[src/common/wdg_pkg.sv]
// Purpose: shared constants and types of the write-guarded watchdog
// Assumes: one 25 MHz core clock, byte-wide register port
// Notes:   every offset, field position, reset value and count lives here
`default_nettype none
package wdg_pkg;
	// ------------------------------------------------------------
	// register selects and layout
	// ------------------------------------------------------------
	localparam logic       SEL_MODE       = 1'b0;    // watchdog_mode_register
	localparam logic       SEL_CLEAR      = 1'b1;    // watchdog_clear_register
	localparam int         MODE_FIX_MSB   = 7;
	localparam int         MODE_FIX_LSB   = 5;
	localparam logic [2:0] MODE_FIX_VAL   = 3'h3;    // bits 7..5 = 0,1,1
	localparam int         MODE_STOP_BIT  = 4;       // watchdog_stop_bit
	localparam int         MODE_SEL_MSB   = 1;
	localparam int         MODE_SEL_LSB   = 0;
	localparam logic [7:0] MODE_RST       = 8'h63;   // fixed bits, run, longest interval
	localparam logic [7:0] CLEAR_KEY      = 8'hac;
	localparam logic [7:0] CLEAR_READ_VAL = 8'h9a;

	// ------------------------------------------------------------
	// timing
	// ------------------------------------------------------------
	localparam int CLK_PERIOD_NS  = 40;
	localparam int TICK_NS        = 1000;                          // one count tick
	localparam int TICK_CYC       = TICK_NS / CLK_PERIOD_NS;
	localparam int TICK_W         = 5;
	localparam int CNT_W          = 16;
	localparam int OVF_TICKS_DEF  = 1024;                          // shortest interval in ticks

	// ------------------------------------------------------------
	// types
	// ------------------------------------------------------------
	typedef struct packed {
		logic       req;     // access request, held until ack is seen at an edge
		logic       we;      // 1 write, 0 read
		logic       sel;     // SEL_MODE or SEL_CLEAR
		logic       bitop;   // access comes from a 1-bit manipulation instruction
		logic [7:0] wdata;
	} wdg_req_t;

	typedef enum logic [1:0] {
		ST_IDLE = 2'h0,
		ST_WAIT = 2'h1,
		ST_DONE = 2'h3
	} wdg_acc_st_t;
endpackage : wdg_pkg
`default_nettype wire

[src/design/wdg_guard.sv]
// Purpose: watchdog with write-protected mode and clear registers
// Assumes: cpu strobes are synchronous to core_clk, one request at a time
// Notes:   internal reset stays asserted until sys_rst
//
// Contract
// - mode register byte write inserts one wait cycle
// - unstoppable option forces upper mode bits 011
// - mode register takes one byte write only
// - second mode write raises internal reset
// - violation waits for running source clock
// - software stop is permanent, without reset
// - wrong clear key raises internal reset
// - bit instruction on clear raises reset
// - clear register reads fixed non-key pattern
`timescale 1ns/1ps
`default_nettype none
module wdg_guard
	import wdg_pkg::*;
#(
	parameter int OVF_TICKS_BASE = OVF_TICKS_DEF
)(
	// clock and reset
	input  wire logic       core_clk,
	input  wire logic       sys_rst,
	// mask option and source clock status
	input  wire logic       osc_unstoppable,
	input  wire logic       src_clk_run,
	// cpu access port
	input  wire wdg_req_t   bus_in,
	output logic [7:0]      bus_rdata_q,
	output logic            bus_wait_q,
	output logic            bus_ack_q,
	// reset request to the reset generator
	output logic            int_reset_q,
	// status
	output logic            wdg_stopped_q
);
	// ------------------------------------------------------------
	// access decode
	// ------------------------------------------------------------
	wdg_acc_st_t st_q;
	wdg_acc_st_t st_d;
	logic [7:0]  mode_q;
	logic        mode_written_q;
	logic        pend_q;
	logic        ovf;

	// requests are only taken in idle; others are dropped on purpose
	wire take       = bus_in.req && (st_q == ST_IDLE);
	wire take_mode  = take && (bus_in.sel == SEL_MODE);
	wire take_clr   = take && (bus_in.sel == SEL_CLEAR);
	wire mode_wr    = take_mode && bus_in.we && !bus_in.bitop;
	wire mode_store = mode_wr && !mode_written_q;
	wire mode_again = mode_wr && mode_written_q;
	wire clr_wr     = take_clr && bus_in.we && !bus_in.bitop;
	wire key_ok     = clr_wr && (bus_in.wdata == CLEAR_KEY);
	wire key_bad    = clr_wr && (bus_in.wdata != CLEAR_KEY);
	wire clr_bitop  = take_clr && bus_in.bitop;
	wire viol       = mode_again || key_bad || clr_bitop || ovf;

	// upper bits are pinned when the oscillator cannot be stopped
	wire [2:0] fix_bits = osc_unstoppable ? MODE_FIX_VAL
	                                      : bus_in.wdata[MODE_FIX_MSB:MODE_FIX_LSB];
	wire [7:0] mode_new = {fix_bits, bus_in.wdata[MODE_STOP_BIT:0]};
	wire       stop_req = mode_store && !osc_unstoppable
	                      && bus_in.wdata[MODE_STOP_BIT];
	wire [7:0] rd_val   = (bus_in.sel == SEL_CLEAR) ? CLEAR_READ_VAL : mode_q;
	wire       cnt_run  = src_clk_run && !wdg_stopped_q;

	// ------------------------------------------------------------
	// access sequencing
	// ------------------------------------------------------------
	// a mode byte write stretches the access by one wait cycle
	always_comb
	begin
		st_d = st_q;
		unique case (st_q)
			ST_IDLE: if (take) st_d = mode_wr ? ST_WAIT : ST_DONE;
			ST_WAIT: st_d = ST_DONE;
			ST_DONE: st_d = ST_IDLE;
			default: st_d = ST_IDLE;
		endcase
	end

	always_ff @(posedge core_clk or posedge sys_rst)
	begin
		if (sys_rst)
		begin
			st_q       <= ST_IDLE;
			bus_wait_q <= 1'b0;
			bus_ack_q  <= 1'b0;
		end
		else
		begin
			st_q       <= st_d;
			bus_wait_q <= (st_d == ST_WAIT);
			bus_ack_q  <= (st_d == ST_DONE);
		end
	end

	// read data captured when the request is taken
	always_ff @(posedge core_clk or posedge sys_rst)
	begin
		if (sys_rst)
			bus_rdata_q <= 8'h00;
		else if (take && !bus_in.we)
			bus_rdata_q <= rd_val;
	end

	// ------------------------------------------------------------
	// mode register, one shot
	// ------------------------------------------------------------
	// bit-instruction writes to mode are not stored and do not use up the shot
	always_ff @(posedge core_clk or posedge sys_rst)
	begin
		if (sys_rst)
		begin
			mode_q         <= MODE_RST;
			mode_written_q <= 1'b0;
			wdg_stopped_q  <= 1'b0;
		end
		else
		begin
			if (mode_store)
			begin
				mode_q         <= mode_new;
				mode_written_q <= 1'b1;
			end
			if (stop_req)
				wdg_stopped_q <= 1'b1;
		end
	end

	// ------------------------------------------------------------
	// counter and reset request
	// ------------------------------------------------------------
	wdg_counter #(
		.OVF_TICKS_BASE (OVF_TICKS_BASE)
	) u_cnt (
		.core_clk (core_clk),
		.sys_rst  (sys_rst),
		.run      (cnt_run),
		.clr      (key_ok),
		.sel      (mode_q[MODE_SEL_MSB:MODE_SEL_LSB]),
		.ovf_q    (ovf)
	);

	// violations wait while the source clock is stopped; set is sticky
	always_ff @(posedge core_clk or posedge sys_rst)
	begin
		if (sys_rst)
		begin
			pend_q      <= 1'b0;
			int_reset_q <= 1'b0;
		end
		else
		begin
			if (viol)
				pend_q <= 1'b1;
			if ((pend_q || viol) && src_clk_run)
				int_reset_q <= 1'b1;
		end
	end
endmodule // wdg_guard
`default_nettype wire

[src/design/wdg_counter.sv]
// Purpose: tick divider and overflow counter of the watchdog
// Assumes: run is low whenever the source clock is stopped or software stopped it
// Notes:   the count is held, not cleared, while run is low
`timescale 1ns/1ps
`default_nettype none
module wdg_counter
	import wdg_pkg::*;
#(
	parameter int OVF_TICKS_BASE = OVF_TICKS_DEF
)(
	// clock and reset
	input  wire logic       core_clk,
	input  wire logic       sys_rst,
	// control
	input  wire logic       run,
	input  wire logic       clr,
	input  wire logic [1:0] sel,
	// event
	output logic            ovf_q
);
	logic [TICK_W-1:0] div_q;
	logic [CNT_W-1:0]  cnt_q;
	wire               tick   = run && (div_q == TICK_W'(TICK_CYC - 1));
	wire  [CNT_W-1:0]  limit  = CNT_W'((OVF_TICKS_BASE << sel) - 1);
	// at or past the limit: a shorter interval chosen mid-count must not wait for a 16-bit wrap
	wire               at_top = tick && (cnt_q >= limit);

	// divider restarts with the count so a clear gives a full interval
	always_ff @(posedge core_clk or posedge sys_rst)
	begin
		if (sys_rst)
			div_q <= '0;
		else if (clr || tick)
			div_q <= '0;
		else if (run)
			div_q <= div_q + TICK_W'(1);
	end

	// interval counter; clear beats the tick
	always_ff @(posedge core_clk or posedge sys_rst)
	begin
		if (sys_rst)
		begin
			cnt_q <= '0;
			ovf_q <= 1'b0;
		end
		else
		begin
			ovf_q <= at_top && !clr;
			if (clr || at_top)
				cnt_q <= '0;
			else if (tick)
				cnt_q <= cnt_q + CNT_W'(1);
		end
	end
endmodule // wdg_counter
`default_nettype wire

[config.mk]
export PLATFORM = sky130hd
export DESIGN_NAME = wdg_guard
export DESIGN_NICKNAME = d
export VERILOG_FILES = /design/src/common/wdg_pkg.sv /design/src/design/wdg_guard.sv /design/src/design/wdg_counter.sv
export SDC_FILE = /design/constraint.sdc
export NUM_CORES = 1
export LEC_CHECK = 0
export ABC_AREA = 1
export BUFFER_PORTS_ARGS = -buffer_cell sky130_fd_sc_hd__clkbuf_2
export CAP_MARGIN = 25
export CORE_MARGIN = 2
export CORE_UTILIZATION = 47
export CTS_BUF_LIST = sky130_fd_sc_hd__clkbuf_8
export DETAILED_ROUTE_END_ITERATION = 16
export MAX_ROUTING_LAYER = met4
export PLACE_DENSITY_LB_ADDON = 0.12
export SYNTH_ARGS = -nofsm -noshare
export SYNTH_HDL_FRONTEND = slang
export SYNTH_SLANG_ARGS = --single-unit
[constraint.sdc]
create_clock -name core_clk -period 2 [get_ports core_clk]
set_input_delay 0.2 -clock core_clk [delete_from_list [all_inputs] [get_ports core_clk]]
set_output_delay 0.2 -clock core_clk [all_outputs]
set_load 0.005 [all_outputs]
### Yosys cells after proc, flatten, opt, wreduce, memory -nomap -nowiden

Cells that the tools add are included.

| word-level totals | value |
|---|---|
| register bits after elaboration | 46 |
| bits of input ports | 16 |
| word-level logic and storage cells | 68 |

| cells by class | value |
|---|---|
| add/subtract/negate cells | 3 |
| $lt $le $gt $ge | 1 |
| equality and inequality tests | 6 |
| shift-type cells | 1 |
| multiplexer cells | 9 |
| bitwise operators | 1 |
| reductions and logical operators | 35 |

Operators with widths:

| operator | count |
|---|---|
| $mux 16 | 2 |
| $logic_and 1x1->1 | 20 |
| $add 16x1->16 const B | 1 |
| $ge 16x16->1 | 1 |
| $shl 11x2->16 const A | 1 |
| $sub 16x2->16 const B | 1 |
| $mux 5 | 2 |
| $eq 8x8->1 const B | 1 |
| $mux 8 | 1 |
| $ne 8x8->1 const B | 1 |
| $logic_not 1->1 | 6 |
| $logic_or 1x1->1 | 6 |
| $add 5x1->5 const B | 1 |
| $eq 5x5->1 const B | 1 |
| $eq 2x1->1 const B | 2 |
| $mux 2 | 2 |
| $pmux 2 s2 | 1 |
| $reduce_bool 2->1 | 2 |
| $mux 3 | 1 |
| $eq 2x2->1 const B | 1 |
| $logic_not 2->1 | 1 |
| $not 1->1 | 1 |

### Longest topological paths before layout

Gate-level depths: netlist of run 1.

| logic depth | value |
|---|---|
| depth after elaboration | 11 |
| mapped depth | 10 |
| depth with buffers taken out | 9 |

### Modules after synthesis

From an unflattened synthesis of run 1, not the netlist that was laid out.

| second synthesis, totals | value |
|---|---|
| cells, all modules | 278 |
| area, all modules | 2397.3 um^2 |

By module, submodules not included:

| module | times used | cells an instance | area each (um^2) |
|---|---|---|---|
| wdg_counter | 1 | 165 | 1361.3 |
| wdg_guard | 1 | 113 | 1036.0 |

### Worst setup path before layout of run 1

Ideal clock, no wire load.

| timing | value |
|---|---|
| path type | register to register |
| start | register mode_q[1] |
| end | register u_cnt.cnt_q[10] |
| arrival | 1.641 ns |
| slack | 0.294 ns |
| cell stages (with the launch flop) | 10 |
| clock period less this slack | 1.706 ns |
| cell sequence | dfstp_2 -> inv_1 -> ha_1 -> a21o_1 -> nand2_1 -> nand2_1 -> nor2_2 -> buf_6 -> nand4_1 -> nand2_1 |

| on the way | value |
|---|---|
| cells in the longest elaborated chain, start to end | 6 |

Ends and longest elaborated chain:

| what | line | RTL |
|---|---|---|
| start, declared | wdg_guard.sv:43 | `logic [7:0] mode_q;` |
| start signal, assigned | wdg_guard.sv:126 | `mode_q <= mode_new;` |
| $shl 11x2->16 * | wdg_counter.sv:24 | `wire [CNT_W-1:0] limit = CNT_W'((OVF_TICKS_BASE << sel) - 1);` |
| $sub 16x2->16 * | wdg_counter.sv:24 |  |
| $ge 16x16->1 * | wdg_counter.sv:26 | `wire at_top = tick && (cnt_q >= limit);` |
| $logic_and 1x1->1 * | wdg_counter.sv:26 |  |
| $logic_or 1x1->1 * | wdg_counter.sv:50 | `if (clr \|\| at_top)` |
| $mux 16 / $reduce_bool 2->1 (equally long branches) | -- |  |
| end signal, assigned | wdg_counter.sv:53 | `cnt_q <= cnt_q + CNT_W'(1);` |
| end, declared | wdg_counter.sv:22 | `logic [CNT_W-1:0] cnt_q;` |

Mark *: on every way between the ends. The rest lies on a longest branch, timed or not.
A chain may end at the register's enable or synchronous reset.

### Worst setup path in the final report of run 1

| timing | value |
|---|---|
| start | register mode_q[1] |
| end | register u_cnt.cnt_q[0] |

Same word-level chain as after synthesis.

==> out/metrics.yaml, run 1 <==
yosys:
  synth_top_cell_by_area: "dfrtp_1"
  yosysSeqAreaShare_pct: 46.0
  synthArstFlopShare_pct: 100
  ys.flop_type: "dfrtp_1"
  synth_nets: 329
  synth_edf_count: 0
  netlist_instances: 306
  netlist_area_um2: 2510
  synth_top_area_share_pct: 41.8
  synthDistinctLibCells: 30
  ys_ff_latch: 46
  yosys_warnings: 0
  syn_area_per_cell_um2: 8.21
  yosys-top-cells-area: "dfrtp_1 42%, nand2_1 12%, inv_1 7.0%, nand4_1 6.0%, dfstp_2 4.2%"
place:
  place_inst: 400
  io_buffer_count: 27
  pre_cts_slack_ps: 233
  dp_hpwl_um: 3540
  place.gp.congestion: 0.802
sta:
  setup-violations-final: 0
  tightest_slew_ps: 571
  finalHoldViolCount: 0
  setup_tns_ps: 0
  rsz0062_at_grt: "false"
  relSlewSlack_pct: 61.9
  skew_ps: 10.5
  fmax_mhz: 561
  setup_ws_ps: 217
  post-route-min-period_ps: 1780
  post-route-period-util_pct: 89.1
  slew_viol_final: 0
detailed_routing:
  viasPerCell: 4.84
  dr.first_iter.drc_count: 100
  drt-total-wl_um: 4870
  ant_nets: 0
  num_vias: 1976
  dr.pass1.iters: 4
  drcViolationCount: 0
  post_drt_wl_per_cell_um: 11.9
cts:
  cts_resized: 0
  holdBufCountCts: 0
  clk_root_buffer_cell: "clkbuf_8"
  cts_max_level: 2
  insertion_delay_ps: 310
  cts_num_sinks: 46
  cts_buffers: 5
  cts_buffer_depth: 2
  cts_tree: "built"
  cts_setup_buffers: 0
  clk_pin_slew_ps: 90
setup_path:
  cp.arrival_ps: 2010
  max_stage_delay_ps: 560
  crit_path_frequent_cell: "nand2_1"
  slowest_stage: "dfstp_2"
  startpoint: "mode_q[1]"
  crit-reg2reg-launch: "mode_q[1]"
  crit_chain: "inv_1 > ha_1 > a21o_1 > nand2_1 > nand2_1 > nor2_2 > buf_4 > nand4_1 > o21ai_0"
  cp-start-kind: "flip-flop"
  crit_fanout: 16
  worstSetupPathType: "flip-flop to flip-flop"
  required_ps: 2230
  endpoint_kind: "flip-flop"
global_routing:
  grt_pass1_vias: 1912
  grt_usage_pct: 18.6
  antenna_found_initial: 0
  grt_max_degree: 47
  gr-total-overflow: 0
  grt_pass1_wl_um: 8670
floorplan:
  fp-row-count: 26
  die_x_um: 77.1
  die_height_um: 77.1
  ios: 28
  dieArea_um2: 5950
  coreArea_um2: 5140
  start_util_pct: 48.9
finish:
  areaGrowthSynthToFinish_pct: 11.1
  layout-drive-gt1-share_pct: 19.8
  diodes: 0
  instances_no_fill: 408
  layout.nets: 360
hold_path:
  hold_path_class: "input port to async pin"
power_and_ir_drop:
  power_density_nw_per_um2: 671
  p_leak_uw: 0.00152
  peakVddDrop_uv: 417
flow_run:
  drv_cap: 0
run_status:
  status: "complete, no violations"
-- worst max-delay path, delay by kind of cell, from the launching register on --
kind | cells | cell delay [ps]
flip-flops | 1 | 560
adder cells (fa/ha/maj) | 1 | 300
AO/OA/AOI/OAI | 2 | 280
AND/OR/NAND/NOR | 4 | 280
buffers and inverters | 2 | 270
-- cells in the mapped netlist, types with 2 or more instances --
cell type / count
nand2_1: 83
inv_1: 47
dfrtp_1: 42
nor2_1: 25
nand4_1: 24
o21ai_0: 13
nand3_1: 12
ha_1: 7
xor2_1: 7
o21ai_2: 5
a21oi_1: 4
a2bb2oi_1: 4
dfstp_2: 4
nand2_4: 4
nor2_2: 4
nand2_2: 3
buf_6: 2
inv_2: 2
nand3_2: 2
nor3_4: 2
-- flip-flops by register name, indices dropped and copies added (netlist names), 2 cells and up --
| register | count |
|---|---|
| mode_q | 8 |
| st_q | 2 |
| u_cnt.div_q | 5 |
| bus_rdata_q | 8 |
| u_cnt.cnt_q | 16 |
-- per-layer routing --
metal / vias up / GRT usage [%] / share of wire [%]
li1: 1034 / - / -
met1: 910 / 24.5 / 50
met2: 25 / 29.0 / 46
met3: 7 / 3.88 / 2.6
met4: 0 / 5.89 / 1.3
met5: - / - / 0
-- power breakdown --
group,internal [uW],switching [uW],leakage [uW],total (uW)
Combinational,104,146,0.000934,250
Clock,246,334,0.0000441,580
Sequential,1000,40.9,0.000538,1040
-- layout make-up --
type / instances / area, um^2
fill: 510 / 2350
sequential: 46 / 1160
multi-input combinational: 205 / 1120
inverter: 50 / 189
timing repair buffer: 29 / 150
tap: 70 / 87.6
clock buffer: 5 / 68.8
clock inverter: 3 / 21.3
-- path summary, 6_finish.rpt --
path | end | slack (ps) | cells past startpoint
setup / recovery | u_cnt.cnt_q[0] | 220 | 9
hold / removal | u_cnt.cnt_q[1] | 8 | 3
setup reg to reg | u_cnt.cnt_q[0] | 220 | 9
hold reg to reg | int_reset_q | 480 | 2
max in group asynchronous | mode_written_q | 1600 | 3
min in group core_clk | int_reset_q | 100 | 3
-- cell usage in the layout (no fill, tap or decap) --
master | Yosys | layout
nor2_2 | 4 | 4
buf_4 | 1 | 2
clkbuf_2 | 0 | 27
xor2_1 | 7 | 7
clkinv_2 | 1 | 2
ha_1 | 7 | 7
clkinv_4 | 0 | 1
nand3_2 | 2 | 2
o21ai_2 | 5 | 5
inv_1 | 47 | 46
nor2_4 | 1 | 1
nand4_1 | 24 | 24
a21o_1 | 1 | 1
nor3_4 | 2 | 2
a2bb2oi_1 | 4 | 4
a21oi_1 | 4 | 4
nand2_4 | 4 | 4
nor2_1 | 25 | 25
nor3b_2 | 1 | 1
nand2_2 | 3 | 3
clkinvlp_4 | 0 | 1
nand3_1 | 12 | 12
o21ai_0 | 13 | 13
nor3_1 | 1 | 1
conb_1 | 1 | 1
nand2_1 | 83 | 83
dfrtp_1 | 42 | 42
inv_2 | 2 | 3
a22o_1 | 1 | 1
clkbuf_8 | 0 | 5
dfstp_2 | 4 | 4
-- per-stage QoR --
step	hold WS (ps)	utilization (%)	power [uW]	cell area, um^2
global placement	368	52.6	1310	2700
finish	7.69	54.3	1870	2790
global route	81.0	54.3	1990	2790
floorplan	286	-	1200	2510
detailed placement	363	52.6	1320	2700
CTS	25.6	54.3	1900	2790
-- logic make-up (layout without fill, tap and decap cells) --
kind of cell / count (synthesis) / count (layout) / synth area share (%)
buffers and inverters: 55 / 87 / 9.51
flip-flops: 46 / 46 / 46.0
adder cells (fa/ha/maj): 7 / 7 / 3.48
AO/OA/AOI/OAI: 28 / 28 / 7.17
AND/OR/NAND/NOR: 162 / 162 / 31.3
other: 1 / 1 / 0.149
XOR/XNOR: 7 / 7 / 2.44
Note: power is estimated with default switching activity, not from simulation.
==> run 2, diff against run 1 <==
clock period = 2.2 ns   (was 2 ns; I/O delays follow)
==> out/metrics.yaml, run 2 (synthesis results as in run 1) <==
finish:
  top_register: "u_cnt.cnt_q"
  layout-drive-gt1-share_pct: 19.7
  largest_reg_flops: 16
  reg.largest.list: "u_cnt.cnt_q x16, bus_rdata_q x8, mode_q x8"
  layout.nets: 362
  fin_util_pct: 54.7
  final_cell_mix: "83 x nand2_1, 47 x inv_1, 42 x dfrtp_1"
  layout_commonest_cell: "nand2_1"
  areaGrowthSynthToFinish_pct: 11.8
  final_cell_area_um2: 2810
  fillers: 507
  diodes: 0
run_status:
  status: "complete, no violations"
sta:
  setup_tns_ps: 0
  post-route-period-util_pct: 80.2
  slew_viol_final: 0
  skew_ps: 5.07
  rsz0062_at_grt: "false"
  fmax_mhz: 566
  finalHoldViolCount: 0
  hold_ws_ps: 131
  tightest_slew_ps: 608
  post-route-min-period_ps: 1770
  relSlewSlack_pct: 59.4
  setup-violations-final: 0
cts:
  cts_tree: "built"
  clk_root_buffer_cell: "clkbuf_8"
  cts_setup_buffers: 0
  cts_max_level: 2
  cts_buffers: 5
  cts_num_sinks: 46
  clk_pin_slew_ps: 80
  cts_buffer_depth: 2
  insertion_delay_ps: 300
detailed_routing:
  viasPerCell: 4.81
  post_drt_wl_per_cell_um: 11.8
  dr.first_iter.drc_count: 128
  ant_nets: 0
  dr.pass1.iters: 4
  num_vias: 1972
  drcViolationCount: 0
  drt-total-wl_um: 4820
hold_path:
  hold_path_class: "input port to flip-flop"
power_and_ir_drop:
  total_power_uw: 1710
  p_leak_uw: 0.00153
  power_density_nw_per_um2: 607
  peakVddDrop_uv: 329
place:
  place.gp.congestion: 0.827
  dp_hpwl_um: 3600
  dpl_cell_area_um2: 2710
  io_buffer_count: 27
setup_path:
  cp.arrival_ps: 1990
  cp-start-kind: "flip-flop"
  crit_fanout: 16
  required_ps: 2420
  endpoint_kind: "flip-flop"
  worstSetupPathType: "flip-flop to flip-flop"
  ff2ff_setup_slack_ps: 430
global_routing:
  grt_usage_pct: 18.8
  gr-total-overflow: 0
  grt_pass1_vias: 1938
  grt_max_degree: 31
  grt_pass1_wl_um: 8680
  antenna_found_initial: 0
floorplan:
  start_util_pct: 48.9
  die_height_um: 77.1
  dieArea_um2: 5950
  fp-row-count: 26
  ios: 28
  die_x_um: 77.1
  coreArea_um2: 5140
flow_run:
  drv_cap: 0
[run 2: cell count changes in the layout (fill, tap and decap cells not counted)]
cell / change
clkbuf_8: +1
buf_4: +1
clkinvlp_4: -1
dlygate4sd3_1: +1
inv_1: +1
clkinv_4: -1
[run 2: worst max-delay path, cell delays in order, from the launching register on]
cell     delay (ps)
dfstp_2         560
inv_1            60
ha_1            300
a21o_1          180
nand2_1          50
nand2_1          50
nor2_2           90
buf_4           220
nand4_1          90
o21ai_0         100
[run 2: final timing paths]
kind | cells past startpoint | from | to
max | 9 | mode_q[1] | u_cnt.cnt_q[7]
min | 3 | src_clk_run | int_reset_q
max reg2reg | 9 | mode_q[1] | u_cnt.cnt_q[7]
min in group asynchronous | 3 | sys_rst | u_cnt.div_q[0]
max in group asynchronous | 4 | sys_rst | mode_q[0]
min reg2reg | 2 | int_reset_q | int_reset_q
[run 2: repair_timing]
action / CTS / global route
hold buffers: 1 / 0
gates resized for setup: 0 / 0
endpoints found under the hold margin: 26 / 0
[run 2: metrics by stage]
step | setup WS (ps) | instances
floorplan | 494 | 306
global placement | 470 | 401
detailed placement | 444 | 401
CTS | 428 | 410
global route | 266 | 410
finish | 435 | 410
[run 2: cell type report]
class,count,area (um^2),area share (%)
Clock inverter,2,8.76,0.312
Clock buffer,6,82.6,2.94
Timing Repair Buffer,31,168,5.97
Multi-Input combinational cell,205,1120,39.8
Sequential cell,46,1160,41.1
Inverter,50,189,6.72
Tap cell,70,87.6,3.12
[run 2: metal layers]
layer | vias to the layer above | GRT usage (%) | wire length, um
met5 | - | - | 0
li1 | 1043 | - | -
met3 | 5 | 3.88 | 105
met1 | 903 | 25.5 | 2450
met4 | 0 | 6.43 | 70
met2 | 21 | 28.1 | 2200
[run 2: power by group]
group	total, uW	internal [uW]	switching (uW)
logic	230	97.1	133
registers	947	912	35.6
clock network	528	249	278
==> run 3, diff against run 2 <==
ABC_AREA = 0   (was 1)
clock period = 1.5 ns   (was 2.2 ns; I/O delays follow)
==> out/metrics.yaml, run 3 <==
power_and_ir_drop:
  switching_share_pct: 30.5
  total_power_uw: 4090
  p_leak_uw: 0.00150
  power_density_nw_per_um2: 1290
  pwr-share-comb_pct: 31.8
  peakVddDrop_uv: 833
  power.internal_uw: 2840
  p_seq_share_pct: 45.9
  pwr-share-clk_pct: 22.2
  power_switching_uw: 1250
floorplan:
  dieArea_um2: 5510
  ios: 28
  start_util_pct: 49.1
  die_x_um: 74.2
  coreArea_um2: 4720
  die_height_um: 74.2
  fp-row-count: 25
detailed_routing:
  num_vias: 1885
  ant_nets: 0
  drcViolationCount: 0
  viasPerCell: 4.97
  dr.first_iter.drc_count: 84
  dr.pass1.iters: 4
  drt-total-wl_um: 5040
  post_drt_wl_per_cell_um: 13.3
cts:
  clk_root_buffer_cell: "clkbuf_8"
  insertion_delay_ps: 300
  clk_pin_slew_ps: 80
  cts_max_level: 2
  cts_num_sinks: 46
  cts_tree: "built"
  cts_buffers: 5
  cts_buffer_depth: 2
global_routing:
  grt_pass1_vias: 1851
  gr-total-overflow: 0
  grt_max_degree: 21
  grt_usage_pct: 20.8
  grt_pass1_wl_um: 8350
  antenna_found_initial: 0
finish:
  final-seq-area_um2: 1160
  multi_input_area_um2: 1200
  layout-drive-gt1-share_pct: 41.7
  final_cell_mix: "45 x buf_4, 42 x dfrtp_1, 33 x nor2_1"
  areaGrowthSynthToFinish_pct: 37.1
  layout_commonest_cell: "buf_4"
  fillers: 394
  reg.largest.list: "u_cnt.cnt_q x16, bus_rdata_q x8, mode_q x8"
  largest_reg_flops: 16
  top_register: "u_cnt.cnt_q"
  diodes: 0
  layout.nets: 334
yosys:
  synth_xor_area_share_pct: 4.16
  synthTopCellsByCount: "42 x dfrtp_1, 35 x nor2_1, 20 x nand2_1, 17 x a21oi_1, 12 x inv_1"
  yosys.area_share.simple_pct: 23.4
  yosys_warnings: 0
  syn_area_per_cell_um2: 9.99
  synth.most_common_cell: "dfrtp_1"
  synthArstFlopShare_pct: 100
  ys.flop_type: "dfrtp_1"
  netlist_instances: 232
  synth_compound_area_share_pct: 11.8
  synth_top_cell_by_area: "dfrtp_1"
  synthMuxAreaShare_pct: 2.11
  synth_nets: 255
  synth_top_area_share_pct: 45.4
  synthDistinctLibCells: 47
  synthAdderAreaFrac_pct: 3.78
  yosys-top-cells-area: "dfrtp_1 45%, nor2_1 5.7%, dfstp_2 4.5%, ha_1 3.8%, a21oi_1 3.7%"
  yosysSeqAreaShare_pct: 49.9
  netlist_area_um2: 2320
  synth_top_family_by_area: "simple AND/OR/NAND/NOR gates"
  ys_ff_latch: 46
  synth_edf_count: 0
sta:
  slew_viol_final: 0
  setup-violations-final: 30
  skew_ps: 7.69
  post-route-period-util_pct: 129
  finalHoldViolCount: 0
  hold_ws_ps: 71.7
  setup_ws_ps: -437
  post-route-min-period_ps: 1940
  fmax_mhz: 516
  rsz0062_at_grt: "true"
setup_path:
  endpoint_kind: "flip-flop"
  crit_fanout: 5
  cp_top_family: "compound AO/OA/AOI/OAI gates"
  reg2reg_depth: 7
  required_ps: 1720
  ff2ff_setup_slack_ps: -440
  cp-start-kind: "flip-flop"
  slowest_stage: "dfstp_2"
  crit_buf_inv: 1
  worstSetupPathType: "flip-flop to flip-flop"
  crit_chain: "nand2_2 > ha_4 > a2111o_1 > a41oi_4 > buf_6 > nand2_1 > a31oi_1"
  max_stage_delay_ps: 580
  cp.arrival_ps: 2160
  regToRegEndpoint: "u_cnt.cnt_q[5]"
  crit-reg2reg-launch: "mode_q[1]"
hold_path:
  hold_path_class: "input port to flip-flop"
  whs_path_depth: 3
  hold_start: "bus_in[1]"
  min_to: "mode_q[1]"
flow_run:
  drv_cap: 0
place:
  pre_cts_slack_ps: -499
  place.gp.congestion: 0.818
  io_buffer_count: 27
  dp_hpwl_um: 3590
run_status:
  status: "finished with violations"
  violations: "negative setup slack"
[run 3: how the worst max path moves through the flow]
stage                     startpoint              end  slack, ps  depth (start not counted)
after floorplan            mode_q[1]  u_cnt.cnt_q[10]       -350                          7
after global placement     mode_q[1]  u_cnt.cnt_q[13]       -450                          7
after detailed placement   mode_q[1]   u_cnt.cnt_q[5]       -500                          7
after CTS                  mode_q[1]   u_cnt.cnt_q[5]       -430                          7
after global routing       mode_q[1]   u_cnt.cnt_q[5]       -510                          7
final                      mode_q[1]   u_cnt.cnt_q[5]       -440                          7
[run 3: logic make-up after synthesis]
kind of cell | Yosys count
buffers and inverters | 21
other | 1
AOI/OAI and AO/OA | 44
and+or+nand+nor | 98
DFF | 46
muxes | 4
xor gates and xnor gates | 11
adders and majority gates | 7
[run 3: stage by stage]
step	cell area (um^2)	util (%)	TNS [ps]	instances
floorplan	2360	-	-5980	232
global placement	2860	60.6	-7320	363
detailed placement	2860	60.6	-7910	363
CTS	3060	64.7	-7140	374
global route	3180	67.3	-10110	379
finish	3180	67.3	-8060	379
[run 3: cell type report]
| class | count | area share (%) |
|---|---|---|
| Tap cell | 67 | 2.64 |
| Timing Repair Buffer | 81 | 18.2 |
| Clock buffer | 5 | 2.17 |
| Sequential cell | 46 | 36.4 |
| Clock inverter | 3 | 1.30 |
| Inverter | 12 | 1.42 |
| Multi-Input combinational cell | 165 | 37.9 |
[run 3: timing repair]
item	4_1_cts	5_1_grt
setup buffers	1	5
endpoints found under the setup margin	30	35
pin swaps	9	7
hold buffers	1	0
hold endpoints to repair	11	0
gates resized for setup	13	22
cloned	1	0
[run 3: per-layer routing]
| layer | global-route usage [%] | share of wire (%) |
|---|---|---|
| met4 | 8.33 | 0.77 |
| met3 | 4.20 | 2.3 |
| met2 | 32.7 | 49 |
| met5 | - | 0 |
| met1 | 26.4 | 48 |
[run 3: worst register-to-register path: cells and delay by family, from the launching register on]
family / cells / cell delay (ps)
AOI/OAI and AO/OA: 3 / 830
DFF: 1 / 580
buffers and inverters: 1 / 170
adders and majority gates: 1 / 160
and+or+nand+nor: 2 / 130
[run 3: power by group through the flow]
stage               logic, uW  clock network [uW]  registers, uW
floorplan                 640                   0           1890
finish                   1300                 909           1880
detailed placement       1160                   0           1880
global route             1470                 984           1920
CTS                      1200                 935           1860
global placement         1130                   0           1860
